`src/adc_ctrl_pkg.sv`:
```
// constants, register map and timing of the converter control block
// assumes a single 20 MHz system clock and an AHB-Lite register slave
package adc_ctrl_pkg;
    // ----------------------------------------------------------------
    // register map
    // ----------------------------------------------------------------
    localparam logic [7:0]  RESULT_IDX      = 8'h70;
    localparam logic [7:0]  CTRL_IDX        = 8'h71;
    localparam logic [7:0]  IRQ_STATUS_IDX  = 8'h72;
    localparam logic [7:0]  IRQ_MASK_IDX    = 8'h73;
    localparam logic [9:0]  RESULT_ADDR     = {RESULT_IDX, 2'b00};
    localparam logic [9:0]  CTRL_ADDR       = {CTRL_IDX, 2'b00};
    localparam logic [9:0]  IRQ_STATUS_ADDR = {IRQ_STATUS_IDX, 2'b00};
    localparam logic [9:0]  IRQ_MASK_ADDR   = {IRQ_MASK_IDX, 2'b00};
    // ----------------------------------------------------------------
    // control/status fields and reset values
    // ----------------------------------------------------------------
    localparam int          DONE_BIT        = 7;
    localparam int          ON_BIT          = 5;
    localparam int          CH_LSB          = 0;
    localparam int          CH_W            = 4;
    localparam int          NUM_CH          = 16;
    localparam logic [7:0]  CTRL_RESET      = 8'h00;
    localparam logic [7:0]  RESULT_RESET    = 8'h00;
    localparam int          IRQ_W           = 2;
    localparam int          IRQ_DONE_BIT    = 0;
    localparam int          IRQ_ABORT_BIT   = 1;
    // ----------------------------------------------------------------
    // timing
    // ----------------------------------------------------------------
    localparam int          CLK_HZ          = 20_000_000;
    localparam int          ADC_DIV         = 2;
    localparam int          CONV_ADC_CLKS   = 12;
    localparam int          SAR_STEPS       = 8;
    localparam int          LOAD_ADC_CLKS   = CONV_ADC_CLKS - SAR_STEPS;
    localparam int          CONV_SYS_CLKS   = CONV_ADC_CLKS * ADC_DIV;
    localparam int          LOAD_SYS_CLKS   = LOAD_ADC_CLKS * ADC_DIV;
    localparam logic [4:0]  CONV_LAST       = 5'(CONV_SYS_CLKS - 1);
    localparam logic [4:0]  LOAD_LAST       = 5'(LOAD_SYS_CLKS - 1);
    localparam int          STABLE_NS       = 1000;
    localparam logic [4:0]  STABLE_CLKS     = 5'((STABLE_NS * (CLK_HZ / 1_000_000) + 999) / 1000);

    typedef enum logic [1:0] {
        ST_OFF,
        ST_SETTLE,
        ST_LOAD,
        ST_SAR
    } conv_state_t;
endpackage

```
`src/sar_engine.sv`:
```
// successive-approximation bit engine driven by converter clock ticks
// assumes the comparator answer is valid on the tick that samples it
`timescale 1ns/10ps
module sar_engine
    import adc_ctrl_pkg::*;
(
    input  wire logic       sys_clk_i,
    input  wire logic       rst_n_i,
    input  wire logic       start_i,
    input  wire logic       step_i,
    input  wire logic       comp_high_i,
    output logic [7:0]      trial_o,
    output logic [7:0]      value_o
);
    logic [7:0] trial;
    logic [7:0] value;
    logic [7:0] next_trial;
    logic [7:0] next_value;

    // ----------------------------------------------------------------
    // one bit decided per step, msb first
    // ----------------------------------------------------------------
    always_comb begin
        next_trial = trial;
        next_value = value;
        if (start_i) begin
            next_trial = 8'h80;
            next_value = 8'h00;
        end else if (step_i && (trial != 8'h00)) begin
            if (comp_high_i) begin
                next_value = value | trial;
            end
            next_trial = trial >> 1;
        end
    end

    always_ff @(posedge sys_clk_i or negedge rst_n_i) begin
        if (!rst_n_i) begin
            trial <= 8'h00;
            value <= 8'h00;
        end else begin
            trial <= next_trial;
            value <= next_value;
        end
    end

    // the dac needs the whole code under test, not only the trial bit
    assign trial_o = value | trial;
    // last bit is decided on the closing edge, so hand over the next value
    assign value_o = next_value;
endmodule // sar_engine

```
`src/adc_ctrl.sv`:
```
// converter control, status and result registers behind an AHB-Lite slave
// assumes a single-word master; comparator core and pads sit outside
`timescale 1ns/10ps
module adc_ctrl
    import adc_ctrl_pkg::*;
(
    input  wire logic                 sys_clk_i,
    input  wire logic                 resetn_i,
    input  wire logic                 hsel_i,
    input  wire logic [31:0]          haddr_i,
    input  wire logic [1:0]           htrans_i,
    input  wire logic                 hwrite_i,
    input  wire logic [2:0]           hsize_i,
    input  wire logic [31:0]          hwdata_i,
    input  wire logic                 hready_i,
    output logic [31:0]               hrdata_o,
    output logic                      hreadyout_o,
    output logic                      hresp_o,
    input  wire logic                 halt_i,
    input  wire logic                 comp_high_i,
    input  wire logic [NUM_CH-1:0]    pin_level_i,
    output logic [CH_W-1:0]           channel_select_o,
    output logic [NUM_CH-1:0]         analog_input_n_o,
    output logic                      converter_power_o,
    output logic                      sample_o,
    output logic [7:0]                dac_trial_o,
    output logic [NUM_CH-1:0]         pin_level_o,
    output logic                      irq_o
);
    // ----------------------------------------------------------------
    // reset release
    // ----------------------------------------------------------------
    logic [1:0] rst_sync;
    logic       rst_n;
    always_ff @(posedge sys_clk_i or negedge resetn_i) begin
        if (!resetn_i) begin
            rst_sync <= 2'b00;
        end else begin
            rst_sync <= {rst_sync[0], 1'b1};
        end
    end
    // only the second flop is read, so release never races the clock
    assign rst_n = rst_sync[1];

    // ----------------------------------------------------------------
    // bus address phase capture
    // ----------------------------------------------------------------
    logic       dp_wr;
    logic       dp_rd;
    logic [9:0] dp_addr;
    logic       next_dp_wr;
    logic       next_dp_rd;
    logic [9:0] next_dp_addr;
    logic       take;

    // hsize is not decoded: every register is one aligned word
    always_comb begin
        take         = hsel_i && hready_i && htrans_i[1];
        next_dp_wr   = take && hwrite_i;
        next_dp_rd   = take && !hwrite_i;
        next_dp_addr = take ? haddr_i[9:0] : dp_addr;
    end

    always_ff @(posedge sys_clk_i or negedge rst_n) begin
        if (!rst_n) begin
            dp_wr   <= 1'b0;
            dp_rd   <= 1'b0;
            dp_addr <= 10'h000;
        end else begin
            dp_wr   <= next_dp_wr;
            dp_rd   <= next_dp_rd;
            dp_addr <= next_dp_addr;
        end
    end

    logic ctrl_wr;
    logic result_rd;
    logic status_wr;
    logic mask_wr;
    assign ctrl_wr   = dp_wr && (dp_addr == CTRL_ADDR);
    assign status_wr = dp_wr && (dp_addr == IRQ_STATUS_ADDR);
    assign mask_wr   = dp_wr && (dp_addr == IRQ_MASK_ADDR);
    assign result_rd = dp_rd && (dp_addr == RESULT_ADDR);

    // ----------------------------------------------------------------
    // conversion sequencer
    // ----------------------------------------------------------------
    conv_state_t state;
    conv_state_t next_state;
    logic [4:0]  cnt;
    logic [4:0]  next_cnt;
    logic        on_bit;
    logic        next_on;
    logic [3:0]  chan;
    logic [3:0]  next_chan;
    logic        done;
    logic        next_done;
    logic [7:0]  result;
    logic [7:0]  next_result;
    logic        halted;
    logic        sar_start;
    logic        sar_step;
    logic        conv_end;
    logic        abort;
    logic [7:0]  sar_trial;
    logic [7:0]  sar_value;

    always_comb begin
        next_state  = state;
        next_cnt    = cnt + 5'd1;
        next_on     = on_bit;
        next_chan   = chan;
        next_done   = done;
        next_result = result;
        sar_start   = 1'b0;
        sar_step    = 1'b0;
        conv_end    = 1'b0;
        abort       = 1'b0;
        // register writes; reserved bits 6 and 4 are simply not stored
        if (ctrl_wr) begin
            next_on   = hwdata_i[ON_BIT];
            next_chan = hwdata_i[CH_LSB +: CH_W];
        end
        // halt powers the core down; wait mode has no input so it runs on
        halted = halt_i;
        case (state)
            ST_OFF: begin
                next_cnt = 5'd0;
                if (on_bit && !halted) begin
                    next_state = ST_SETTLE;
                end
            end
            ST_SETTLE: begin
                // analog settling after power-up or halt wakeup
                if (cnt == STABLE_CLKS - 5'd1) begin
                    next_state = ST_LOAD;
                    next_cnt   = 5'd0;
                end
            end
            ST_LOAD: begin
                if (cnt == LOAD_LAST) begin
                    next_state = ST_SAR;
                    sar_start  = 1'b1;
                end
            end
            ST_SAR: begin
                // one approximation step per converter clock, i.e. every 2nd edge
                sar_step = cnt[0];
                if (cnt == CONV_LAST) begin
                    conv_end    = 1'b1;
                    next_result = sar_value;
                    next_state  = ST_LOAD;
                    next_cnt    = 5'd0;
                end
            end
            default: begin
                next_state = ST_OFF;
            end
        endcase
        // abort and restart; an ending conversion in that cycle is dropped
        if (ctrl_wr && hwdata_i[ON_BIT] && (state == ST_LOAD || state == ST_SAR)) begin
            abort       = conv_end || (state == ST_SAR) || (cnt != 5'd0);
            next_state  = ST_LOAD;
            next_cnt    = 5'd0;
            next_result = result;
            conv_end    = 1'b0;
        end
        if (!next_on || halted) begin
            next_state = ST_OFF;
            next_cnt   = 5'd0;
            conv_end   = 1'b0;
            next_result = result;
        end
        // flag set together with result; a result read or a control write clears it
        if (conv_end) begin
            next_done = 1'b1;
        end else if (result_rd || ctrl_wr) begin
            next_done = 1'b0;
        end
    end

    always_ff @(posedge sys_clk_i or negedge rst_n) begin
        if (!rst_n) begin
            state  <= ST_OFF;
            cnt    <= 5'd0;
            on_bit <= CTRL_RESET[ON_BIT];
            chan   <= CTRL_RESET[CH_LSB +: CH_W];
            done   <= CTRL_RESET[DONE_BIT];
            result <= RESULT_RESET;
        end else begin
            state  <= next_state;
            cnt    <= next_cnt;
            on_bit <= next_on;
            chan   <= next_chan;
            done   <= next_done;
            result <= next_result;
        end
    end

    // ----------------------------------------------------------------
    // approximation engine
    // ----------------------------------------------------------------
    // trial code leaves registered, so the comparator answers a cycle later
    sar_engine sar_engine_inst (
        .sys_clk_i   (sys_clk_i),
        .rst_n_i     (rst_n),
        .start_i     (sar_start),
        .step_i      (sar_step),
        .comp_high_i (comp_high_i),
        .trial_o     (sar_trial),
        .value_o     (sar_value)
    );

    // ----------------------------------------------------------------
    // interrupt status and mask (done events, aborted conversions)
    // ----------------------------------------------------------------
    logic [IRQ_W-1:0] irq_stat;
    logic [IRQ_W-1:0] irq_mask;
    logic [IRQ_W-1:0] next_irq_stat;
    logic [IRQ_W-1:0] next_irq_mask;
    logic [IRQ_W-1:0] irq_evt;

    always_comb begin
        irq_evt                = '0;
        irq_evt[IRQ_DONE_BIT]  = conv_end;
        irq_evt[IRQ_ABORT_BIT] = abort;
        next_irq_mask = mask_wr ? hwdata_i[IRQ_W-1:0] : irq_mask;
        // a new event wins over a clear in the same cycle
        next_irq_stat = irq_stat;
        if (status_wr) begin
            next_irq_stat = irq_stat & ~hwdata_i[IRQ_W-1:0];
        end
        next_irq_stat = next_irq_stat | irq_evt;
    end

    always_ff @(posedge sys_clk_i or negedge rst_n) begin
        if (!rst_n) begin
            irq_stat <= '0;
            irq_mask <= '0;
        end else begin
            irq_stat <= next_irq_stat;
            irq_mask <= next_irq_mask;
        end
    end

    // ----------------------------------------------------------------
    // registered outputs
    // ----------------------------------------------------------------
    logic [31:0]       rdata;
    logic [31:0]       next_rdata;
    logic [NUM_CH-1:0] next_sel_onehot;
    logic              next_irq;

    always_comb begin
        next_rdata = 32'h0000_0000;
        if (next_dp_rd) begin
            case (haddr_i[9:0])
                RESULT_ADDR:     next_rdata[7:0] = next_result;
                CTRL_ADDR: begin
                    next_rdata[DONE_BIT]           = next_done;
                    next_rdata[ON_BIT]             = next_on;
                    next_rdata[CH_LSB +: CH_W]     = next_chan;
                end
                IRQ_STATUS_ADDR: next_rdata[IRQ_W-1:0] = next_irq_stat;
                IRQ_MASK_ADDR:   next_rdata[IRQ_W-1:0] = next_irq_mask;
                default:         next_rdata = 32'h0000_0000;
            endcase
        end
        next_sel_onehot = '0;
        next_sel_onehot[next_chan] = (next_state != ST_OFF);
        next_irq = |(next_irq_stat & next_irq_mask);
    end

    always_ff @(posedge sys_clk_i or negedge rst_n) begin
        if (!rst_n) begin
            rdata             <= 32'h0000_0000;
            channel_select_o  <= '0;
            analog_input_n_o  <= '0;
            converter_power_o <= 1'b0;
            sample_o          <= 1'b0;
            dac_trial_o       <= 8'h00;
            pin_level_o       <= '0;
            irq_o             <= 1'b0;
        end else begin
            rdata             <= next_rdata;
            channel_select_o  <= next_chan;
            analog_input_n_o  <= next_sel_onehot;
            converter_power_o <= (next_state != ST_OFF);
            sample_o          <= (next_state == ST_LOAD);
            dac_trial_o       <= sar_trial;
            pin_level_o       <= pin_level_i;
            irq_o             <= next_irq;
        end
    end

    // ----------------------------------------------------------------
    // bus response: zero wait states, never an error
    // ----------------------------------------------------------------
    assign hrdata_o    = rdata;
    assign hreadyout_o = 1'b1;
    assign hresp_o     = 1'b0;
endmodule // adc_ctrl

```
`config.mk`:
```
export PLATFORM = sky130hd
export DESIGN_NAME = adc_ctrl
export DESIGN_NICKNAME = d
export VERILOG_FILES = /design/src/adc_ctrl_pkg.sv /design/src/sar_engine.sv /design/src/adc_ctrl.sv
export SDC_FILE = /design/constraint.sdc
export NUM_CORES = 1
export LEC_CHECK = 0
export BUFFER_PORTS_ARGS = -buffer_cell sky130_fd_sc_hd__buf_2
export CORE_MARGIN = 2
export CORE_UTILIZATION = 50
export CTS_CLUSTER_DIAMETER = 60
export DETAILED_ROUTE_END_ITERATION = 8
export MAX_ROUTING_LAYER = met4
export PLACE_DENSITY = 0.81
export REMOVE_ABC_BUFFERS = 1
export SLEW_MARGIN = 5
export SYNTH_ARGS = -nofsm -noshare
export SYNTH_HDL_FRONTEND = slang
export SYNTH_SLANG_ARGS = --single-unit
```
`constraint.sdc`:
```
create_clock -name sys_clk_i -period 9.6 [get_ports sys_clk_i]
set_input_delay 1.44 -clock sys_clk_i [delete_from_list [all_inputs] [get_ports sys_clk_i]]
set_output_delay 1.44 -clock sys_clk_i [all_outputs]
set_load 0.02 [all_outputs]
```
=== Word level (Yosys, flattened, before mapping) ===
Cells that the tools add are included.

* Flip-flop bits (word level): 130
* Input port bits: 92
* Output and inout port bits: 81
* Word-level logic and storage cells: 116

* Add/subtract/negate cells: 1
* $lt $le $gt $ge: 2
* Equal/unequal tests: 15
* Muxes and demuxes: 44
* Bitwise gates (word level): 6
* Reduce and logical (&&, ||, !) cells: 27

{| class="wikitable"
|+ Operators with widths
! kind !! number
|-
| $eq A10 B9 Y1 const B || 8
|-
| $mux W8 || 10
|-
| $mux W5 || 4
|-
| $and A16 B16 Y16 || 1
|-
| $mux W2 || 8
|-
| $pmux W2 S4 || 2
|-
| $pmux W5 S3 || 1
|-
| $mux W1 || 14
|-
| $logic_and A1 B1 Y1 || 13
|-
| $eq A5 B5 Y1 const B || 2
|-
| $or A8 B8 Y8 || 1
|-
| $reduce_bool A8 Y1 || 1
|-
| $eq A2 B2 Y1 const B || 3
|-
| $add A5 B1 Y5 const B || 1
|-
| $eq A5 B3 Y1 const B || 1
|-
| $logic_or A1 B1 Y1 || 5
|-
| $lt A4 B5 Y1 const B || 1
|-
| $reduce_bool A5 Y1 || 1
|-
| $and A2 B2 Y2 || 2
|-
| $demux W1 S4 || 1
|-
| $ge A4 B1 Y1 const B || 1
|-
| $mux W4 || 1
|-
| $pmux W1 S2 || 2
|-
| $pmux W2 S2 || 1
|-
| other kinds (7) || 10
|}

=== Longest topological paths before layout ===
* Word-level depth: 11
* Depth in mapped cells: 8
* Gate-level depth less buffers: 6

=== By module ===
A second synthesis with hierarchy kept.

* Cells, all modules: 373
* Area, all modules: 4372.9 um^2

{| class="wikitable"
|+ Modules (own cells, without submodules)
! module !! instances !! cells each !! area each (um^2) !! sequential area each (um^2)
|-
| adc_ctrl || 1 || 312 || 3689.8 || 2252.2
|-
| sar_engine || 1 || 61 || 683.2 || 400.4
|}

=== Worst setup path before layout ===
OpenSTA, ideal clock, no wires.

* Path kind: input port to flip-flop
* Start point: input comp_high_i
* End point: register rdata[0] (netlist: hrdata_o[0])
* Library setup time: 0.125 ns
* Data arrival time: 2.549 ns
* Required time: 9.475 ns
* Setup slack: 6.926 ns
* Cell stages on the path: 5
* Buffers on the path: 1
* Cell sequence: and4_1 -> clkbuf_1 -> a21oi_1 -> mux2_2 -> a2111oi_0

* Cells in the longest elaborated chain, start to end: 9

{| class="wikitable"
|+ Ends and longest elaborated chain
! element !! RTL line !! text
|-
| start, declared || adc_ctrl.sv:20 || <nowiki>input wire logic comp_high_i,</nowiki>
|-
| $mux W8 || sar_engine.sv:30 || <nowiki>if (comp_high_i) begin</nowiki>
|-
| $mux W8 || sar_engine.sv:29 || <nowiki>end else if (step_i && (trial != 8'h00)) begin</nowiki>
|-
| $mux W8 || sar_engine.sv:26 || <nowiki>if (start_i) begin</nowiki>
|-
| $mux W8 || adc_ctrl.sv:149 || <nowiki>if (cnt == CONV_LAST) begin</nowiki>
|-
| $mux W8 || adc_ctrl.sv:126 || <nowiki>case (state)</nowiki>
|-
| $mux W8 || adc_ctrl.sv:161 || <nowiki>if (ctrl_wr && hwdata_i[ON_BIT] && (state == ST_LOAD || state == ST_SAR)) begin</nowiki>
|-
| $mux W8 || adc_ctrl.sv:168 || <nowiki>if (!next_on || halted) begin</nowiki>
|-
| $pmux W2 S4 || adc_ctrl.sv:257 || <nowiki>case (haddr_i[9:0])</nowiki>
|-
| $mux W8 || adc_ctrl.sv:256 || <nowiki>if (next_dp_rd) begin</nowiki>
|-
| via next_rdata[0] || adc_ctrl.sv:250 || <nowiki>logic [31:0] next_rdata;</nowiki>
|-
| end signal, assigned || adc_ctrl.sv:285 || <nowiki>rdata <= next_rdata;</nowiki>
|-
| end, declared || adc_ctrl.sv:249 || <nowiki>logic [31:0] rdata;</nowiki>
|}

The timed path passes the listed nets, and every way through them passes these cells.
A chain may end at the register's enable or synchronous reset.

=== Worst setup path after layout ===
* Start point: register dp_addr[1]
* End point: register rdata[0] (netlist: hrdata_o[0])

* Cells in the longest elaborated chain, start to end: 9
* Elaborated cells on any way between the ends: 21
* Those cells by class: eq/ne: 3; mux: 10; bitwise: 1; reduce/logical: 7

{| class="wikitable"
|+ Ends and longest elaborated chain
! element !! RTL line !! text
|-
| start, declared || adc_ctrl.sv:50 || <nowiki>logic [9:0] dp_addr;</nowiki>
|-
| start signal, assigned || adc_ctrl.sv:72 || <nowiki>dp_addr <= next_dp_addr;</nowiki>
|-
| $eq A10 B9 Y1 || adc_ctrl.sv:80 || <nowiki>assign ctrl_wr = dp_wr && (dp_addr == CTRL_ADDR);</nowiki>
|-
| $logic_and A1 B1 Y1 || adc_ctrl.sv:80 ||
|-
| $logic_and A1 B1 Y1 / $mux W1 (equally long branches) || adc_ctrl.sv:161, adc_ctrl.sv:120 ||
|-
| $logic_and A1 B1 Y1 / $logic_not A1 Y1 (equally long branches) || adc_ctrl.sv:161, adc_ctrl.sv:168 ||
|-
| $mux W1 / $logic_or A1 B1 Y1 (equally long branches) || adc_ctrl.sv:161, adc_ctrl.sv:168 ||
|-
| $mux W1 || adc_ctrl.sv:168 ||
|-
| $or A2 B2 Y2 || adc_ctrl.sv:233 || <nowiki>next_irq_stat = next_irq_stat | irq_evt;</nowiki>
|-
| $pmux W2 S4 (*) || adc_ctrl.sv:257 ||
|-
| $mux W8 (*) || adc_ctrl.sv:256 ||
|-
| via next_rdata[0] || adc_ctrl.sv:250 ||
|}

Mark *: on every way through the listed nets, which the timed path passes. The rest lies on a longest branch.

==> results.json <==
{
  "insertedDiodeCount": 0,
  "cp_data_required_time_ps": 9830,
  "vias": 2861,
  "fmax_mhz": 336,
  "port_buffers": 93,
  "setup_violations": 0,
  "period_share_pct": 31.0,
  "grt_pass1_wl_um": 13200,
  "start_util_pct": 52.0,
  "slew_violations": 0,
  "core_area_sq_um": 8300,
  "fin_crit_ps": 2980,
  "finClkSkew_ps": 6.77,
  "start_kind": "flip-flop",
  "rows": 33,
  "synth_cells": 367,
  "yosys_warnings": 0,
  "antenna_found_initial": 0,
  "dieArea_sq_um": 9390,
  "ant_nets": 0,
  "cts.sinks": 106,
  "hold_viol_final": 0,
  "die_h_um": 96.9,
  "worst-path-buf-inv": 0,
  "synth_edf_count": 0,
  "hpwl_um": 5740,
  "area_delta_synth_final_pct": 14.2,
  "critical_path.max_stage_delay_ps": 640,
  "tns_ps": 0,
  "crit_path_frequent_cell": "or4_4",
  "async_flop_share_pct": 100,
  "dp.cells": 553,
  "dr.pass1.iters": 4,
  "status": "finished, final reports clean",
  "first_global_vias": 2779,
  "ys_seq_area_share_pct": 61.4,
  "n_fill_cell": 662,
  "grt_usage_pct": 17.8,
  "cp_slowest_cell": "or4_4",
  "synthesis.area_sq_um": 4320,
  "finalNonFillerCells": 568,
  "peakVddDrop_mv": 0.0744,
  "avgSynthCellArea_sq_um": 11.8,
  "slew_headroom_pct": 40.7,
  "h-tree-depth": 3,
  "cts_tree": "yes",
  "p_leak_uw": 0.00255,
  "rsz0062_at_grt": "no",
  "grt_start_max_net_pins": 75,
  "ys_types": 57,
  "min_path_type": "reg -> async",
  "critPathTopFamily": "simple AND/OR/NAND/NOR gates",
  "post_cts_buffers": 0,
  "layout-drive-gt1-share_pct": 32.8,
  "fp.dieW_um": 96.9,
  "cts_made_buffers": 9,
  "gr-total-overflow": 0,
  "ys_ff_latch": 106,
  "crit_arrival_ps": 3210,
  "hold_buffers": 0,
  "cts.repair.resized": 0,
  "crit_type": "reg -> reg",
  "drc_errors": 0,
  "cap_violations": 0,
  "path_max_fanout": 21,
  "worst_setup_path_end_kind": "flip-flop",
  "worst_skew_pair.late_latency_ps": 360,
  "tightest_slew_ps": 882,
  "cts_root_buf": "clkbuf_8",
  "ys.flop_type": "dfrtp_1",
  "gp_congestion": 0.841,
  "totalWireLength_um": 7970,
  "wl_per_cell_um": 14.0,
  "final_nets": 553,
  "io_pins": 173,
  "pwr_density_cell_nw_per_um2": 157,
  "via_per_inst": 5.04,
  "drtIter0Drc": 149,
  "cts_buffer_depth": 2,
  "clkTransAtPathRegs_ps": 90,
  "crit_chain": "or4_4 > or4_4 > nand4_2 > mux2_2 > a2111oi_0"
}
==> placed cells by master (no fill, tap or decap), types with 4 or more instances in the layout <==
cell,instances
nor3_1,7
buf_2,93
nand3_2,4
inv_1,16
nor2_1,36
nand3_1,10
clkbuf_8,10
dfrtp_1,105
a31oi_1,5
nand2_1,29
or2_2,10
conb_1,27
o21ai_0,8
mux2_2,16
a21oi_1,16
==> kinds of logic after synthesis <==
family / after synthesis / synth area share, %
AOI/OAI and AO/OA: 47 / 7.22
xor gates and xnor gates: 4 / 0.812
adders and majority gates: 2 / 0.580
buffers and inverters: 57 / 7.74
DFF: 106 / 61.4
muxes: 23 / 6.49
other: 2 / 0.174
and+or+nand+nor: 126 / 15.5
==> cell usage after synthesis (4+ instances only) <==
master,instances,area (sq um)
dfrtp_1,106,2650
nor2_1,36,135
nand2_1,29,109
buf_4,26,195
a21oi_1,16,80.1
inv_1,16,60.1
mux2_2,16,180
nand3_1,10,50.1
or2_2,10,62.6
clkbuf_1,8,30.0
o21ai_0,8,40.0
nor3_1,7,35.0
a31oi_1,5,31.3
nand3_2,4,40.0
==> metrics by stage <==
stage	power, uW	hold WS (ps)	utilization, %	area, sq um	setup WS, ps
2_1_floorplan	518	331	-	4140	6430
3_3_place_gp	540	268	57.3	4760	6480
3_5_place_dp	542	272	57.3	4760	6460
4_1_cts	781	282	59.4	4930	6610
5_1_grt	810	314	59.4	4930	6510
6_report	774	259	59.4	4930	6620
==> path summary, 6_finish.rpt <==
check,from,endpoint,slack (ps),cells after the start
worst min-delay path,rst_sync[1]$_DFF_PN0_,hrdata_o[6]$_DFF_PN0_,260,0
worst max-delay path,dp_addr[1]$_DFFE_PN0P_,hrdata_o[0]$_DFF_PN0_,6620,5
min in group sys_clk_i,rst_sync[0]$_DFF_PN0_,rst_sync[1]$_DFF_PN0_,360,0
worst min register to register,rst_sync[1]$_DFF_PN0_,hrdata_o[6]$_DFF_PN0_,260,0
worst max register to register,dp_addr[1]$_DFFE_PN0P_,hrdata_o[0]$_DFF_PN0_,6620,5
max in group asynchronous,rst_sync[1]$_DFF_PN0_,analog_input_n_o[4]$_DFF_PN0_,8120,1
==> metal layers <==
| layer | routed length, um | part of all wire [%] | GRT usage [%] |
|---|---|---|---|
| met2 | 3750 | 47 | 26.9 |
| met3 | 495 | 6.2 | 3.90 |
| met1 | 3560 | 45 | 23.3 |
| met5 | 0 | 0 | - |
| met4 | 166 | 2.1 | 8.02 |
==> power by group <==
| group | internal [uW] | switching [uW] |
|---|---|---|
| clock network | 100 | 141 |
| logic | 22.0 | 39.5 |
| registers | 460 | 11.2 |
| total | 582 | 192 |
==> worst register-to-register path, cell delays in order, from the launching register on <==
cell and delay (ps):
dfrtp_1 400, or4_4 580, or4_4 640, nand4_2 420
mux2_2 410, a2111oi_0 400
==> registers in the layout, summed over array words and instances (netlist names), 4 cells and up <==
register               count
analog_input_n_o          16
channel_select_o           4
cnt                        5
dac_trial_o                8
dp_addr                   10
hrdata_o                   8
pin_level_o               16
result                     8
sar_engine_inst.trial      8
sar_engine_inst.value      8
==> layout make-up <==
class / count / area, sq um / share of cell area (%)
Clock buffer: 11 / 141 / 2.87
Clock inverter: 4 / 28.8 / 0.584
Inverter: 18 / 67.6 / 1.37
Multi-Input combinational cell: 229 / 1420 / 28.9
Sequential cell: 106 / 2660 / 53.9
Tap cell: 105 / 131 / 2.66
Timing Repair Buffer: 95 / 480 / 9.75
Note: power is estimated with default switching activity, not from simulation.
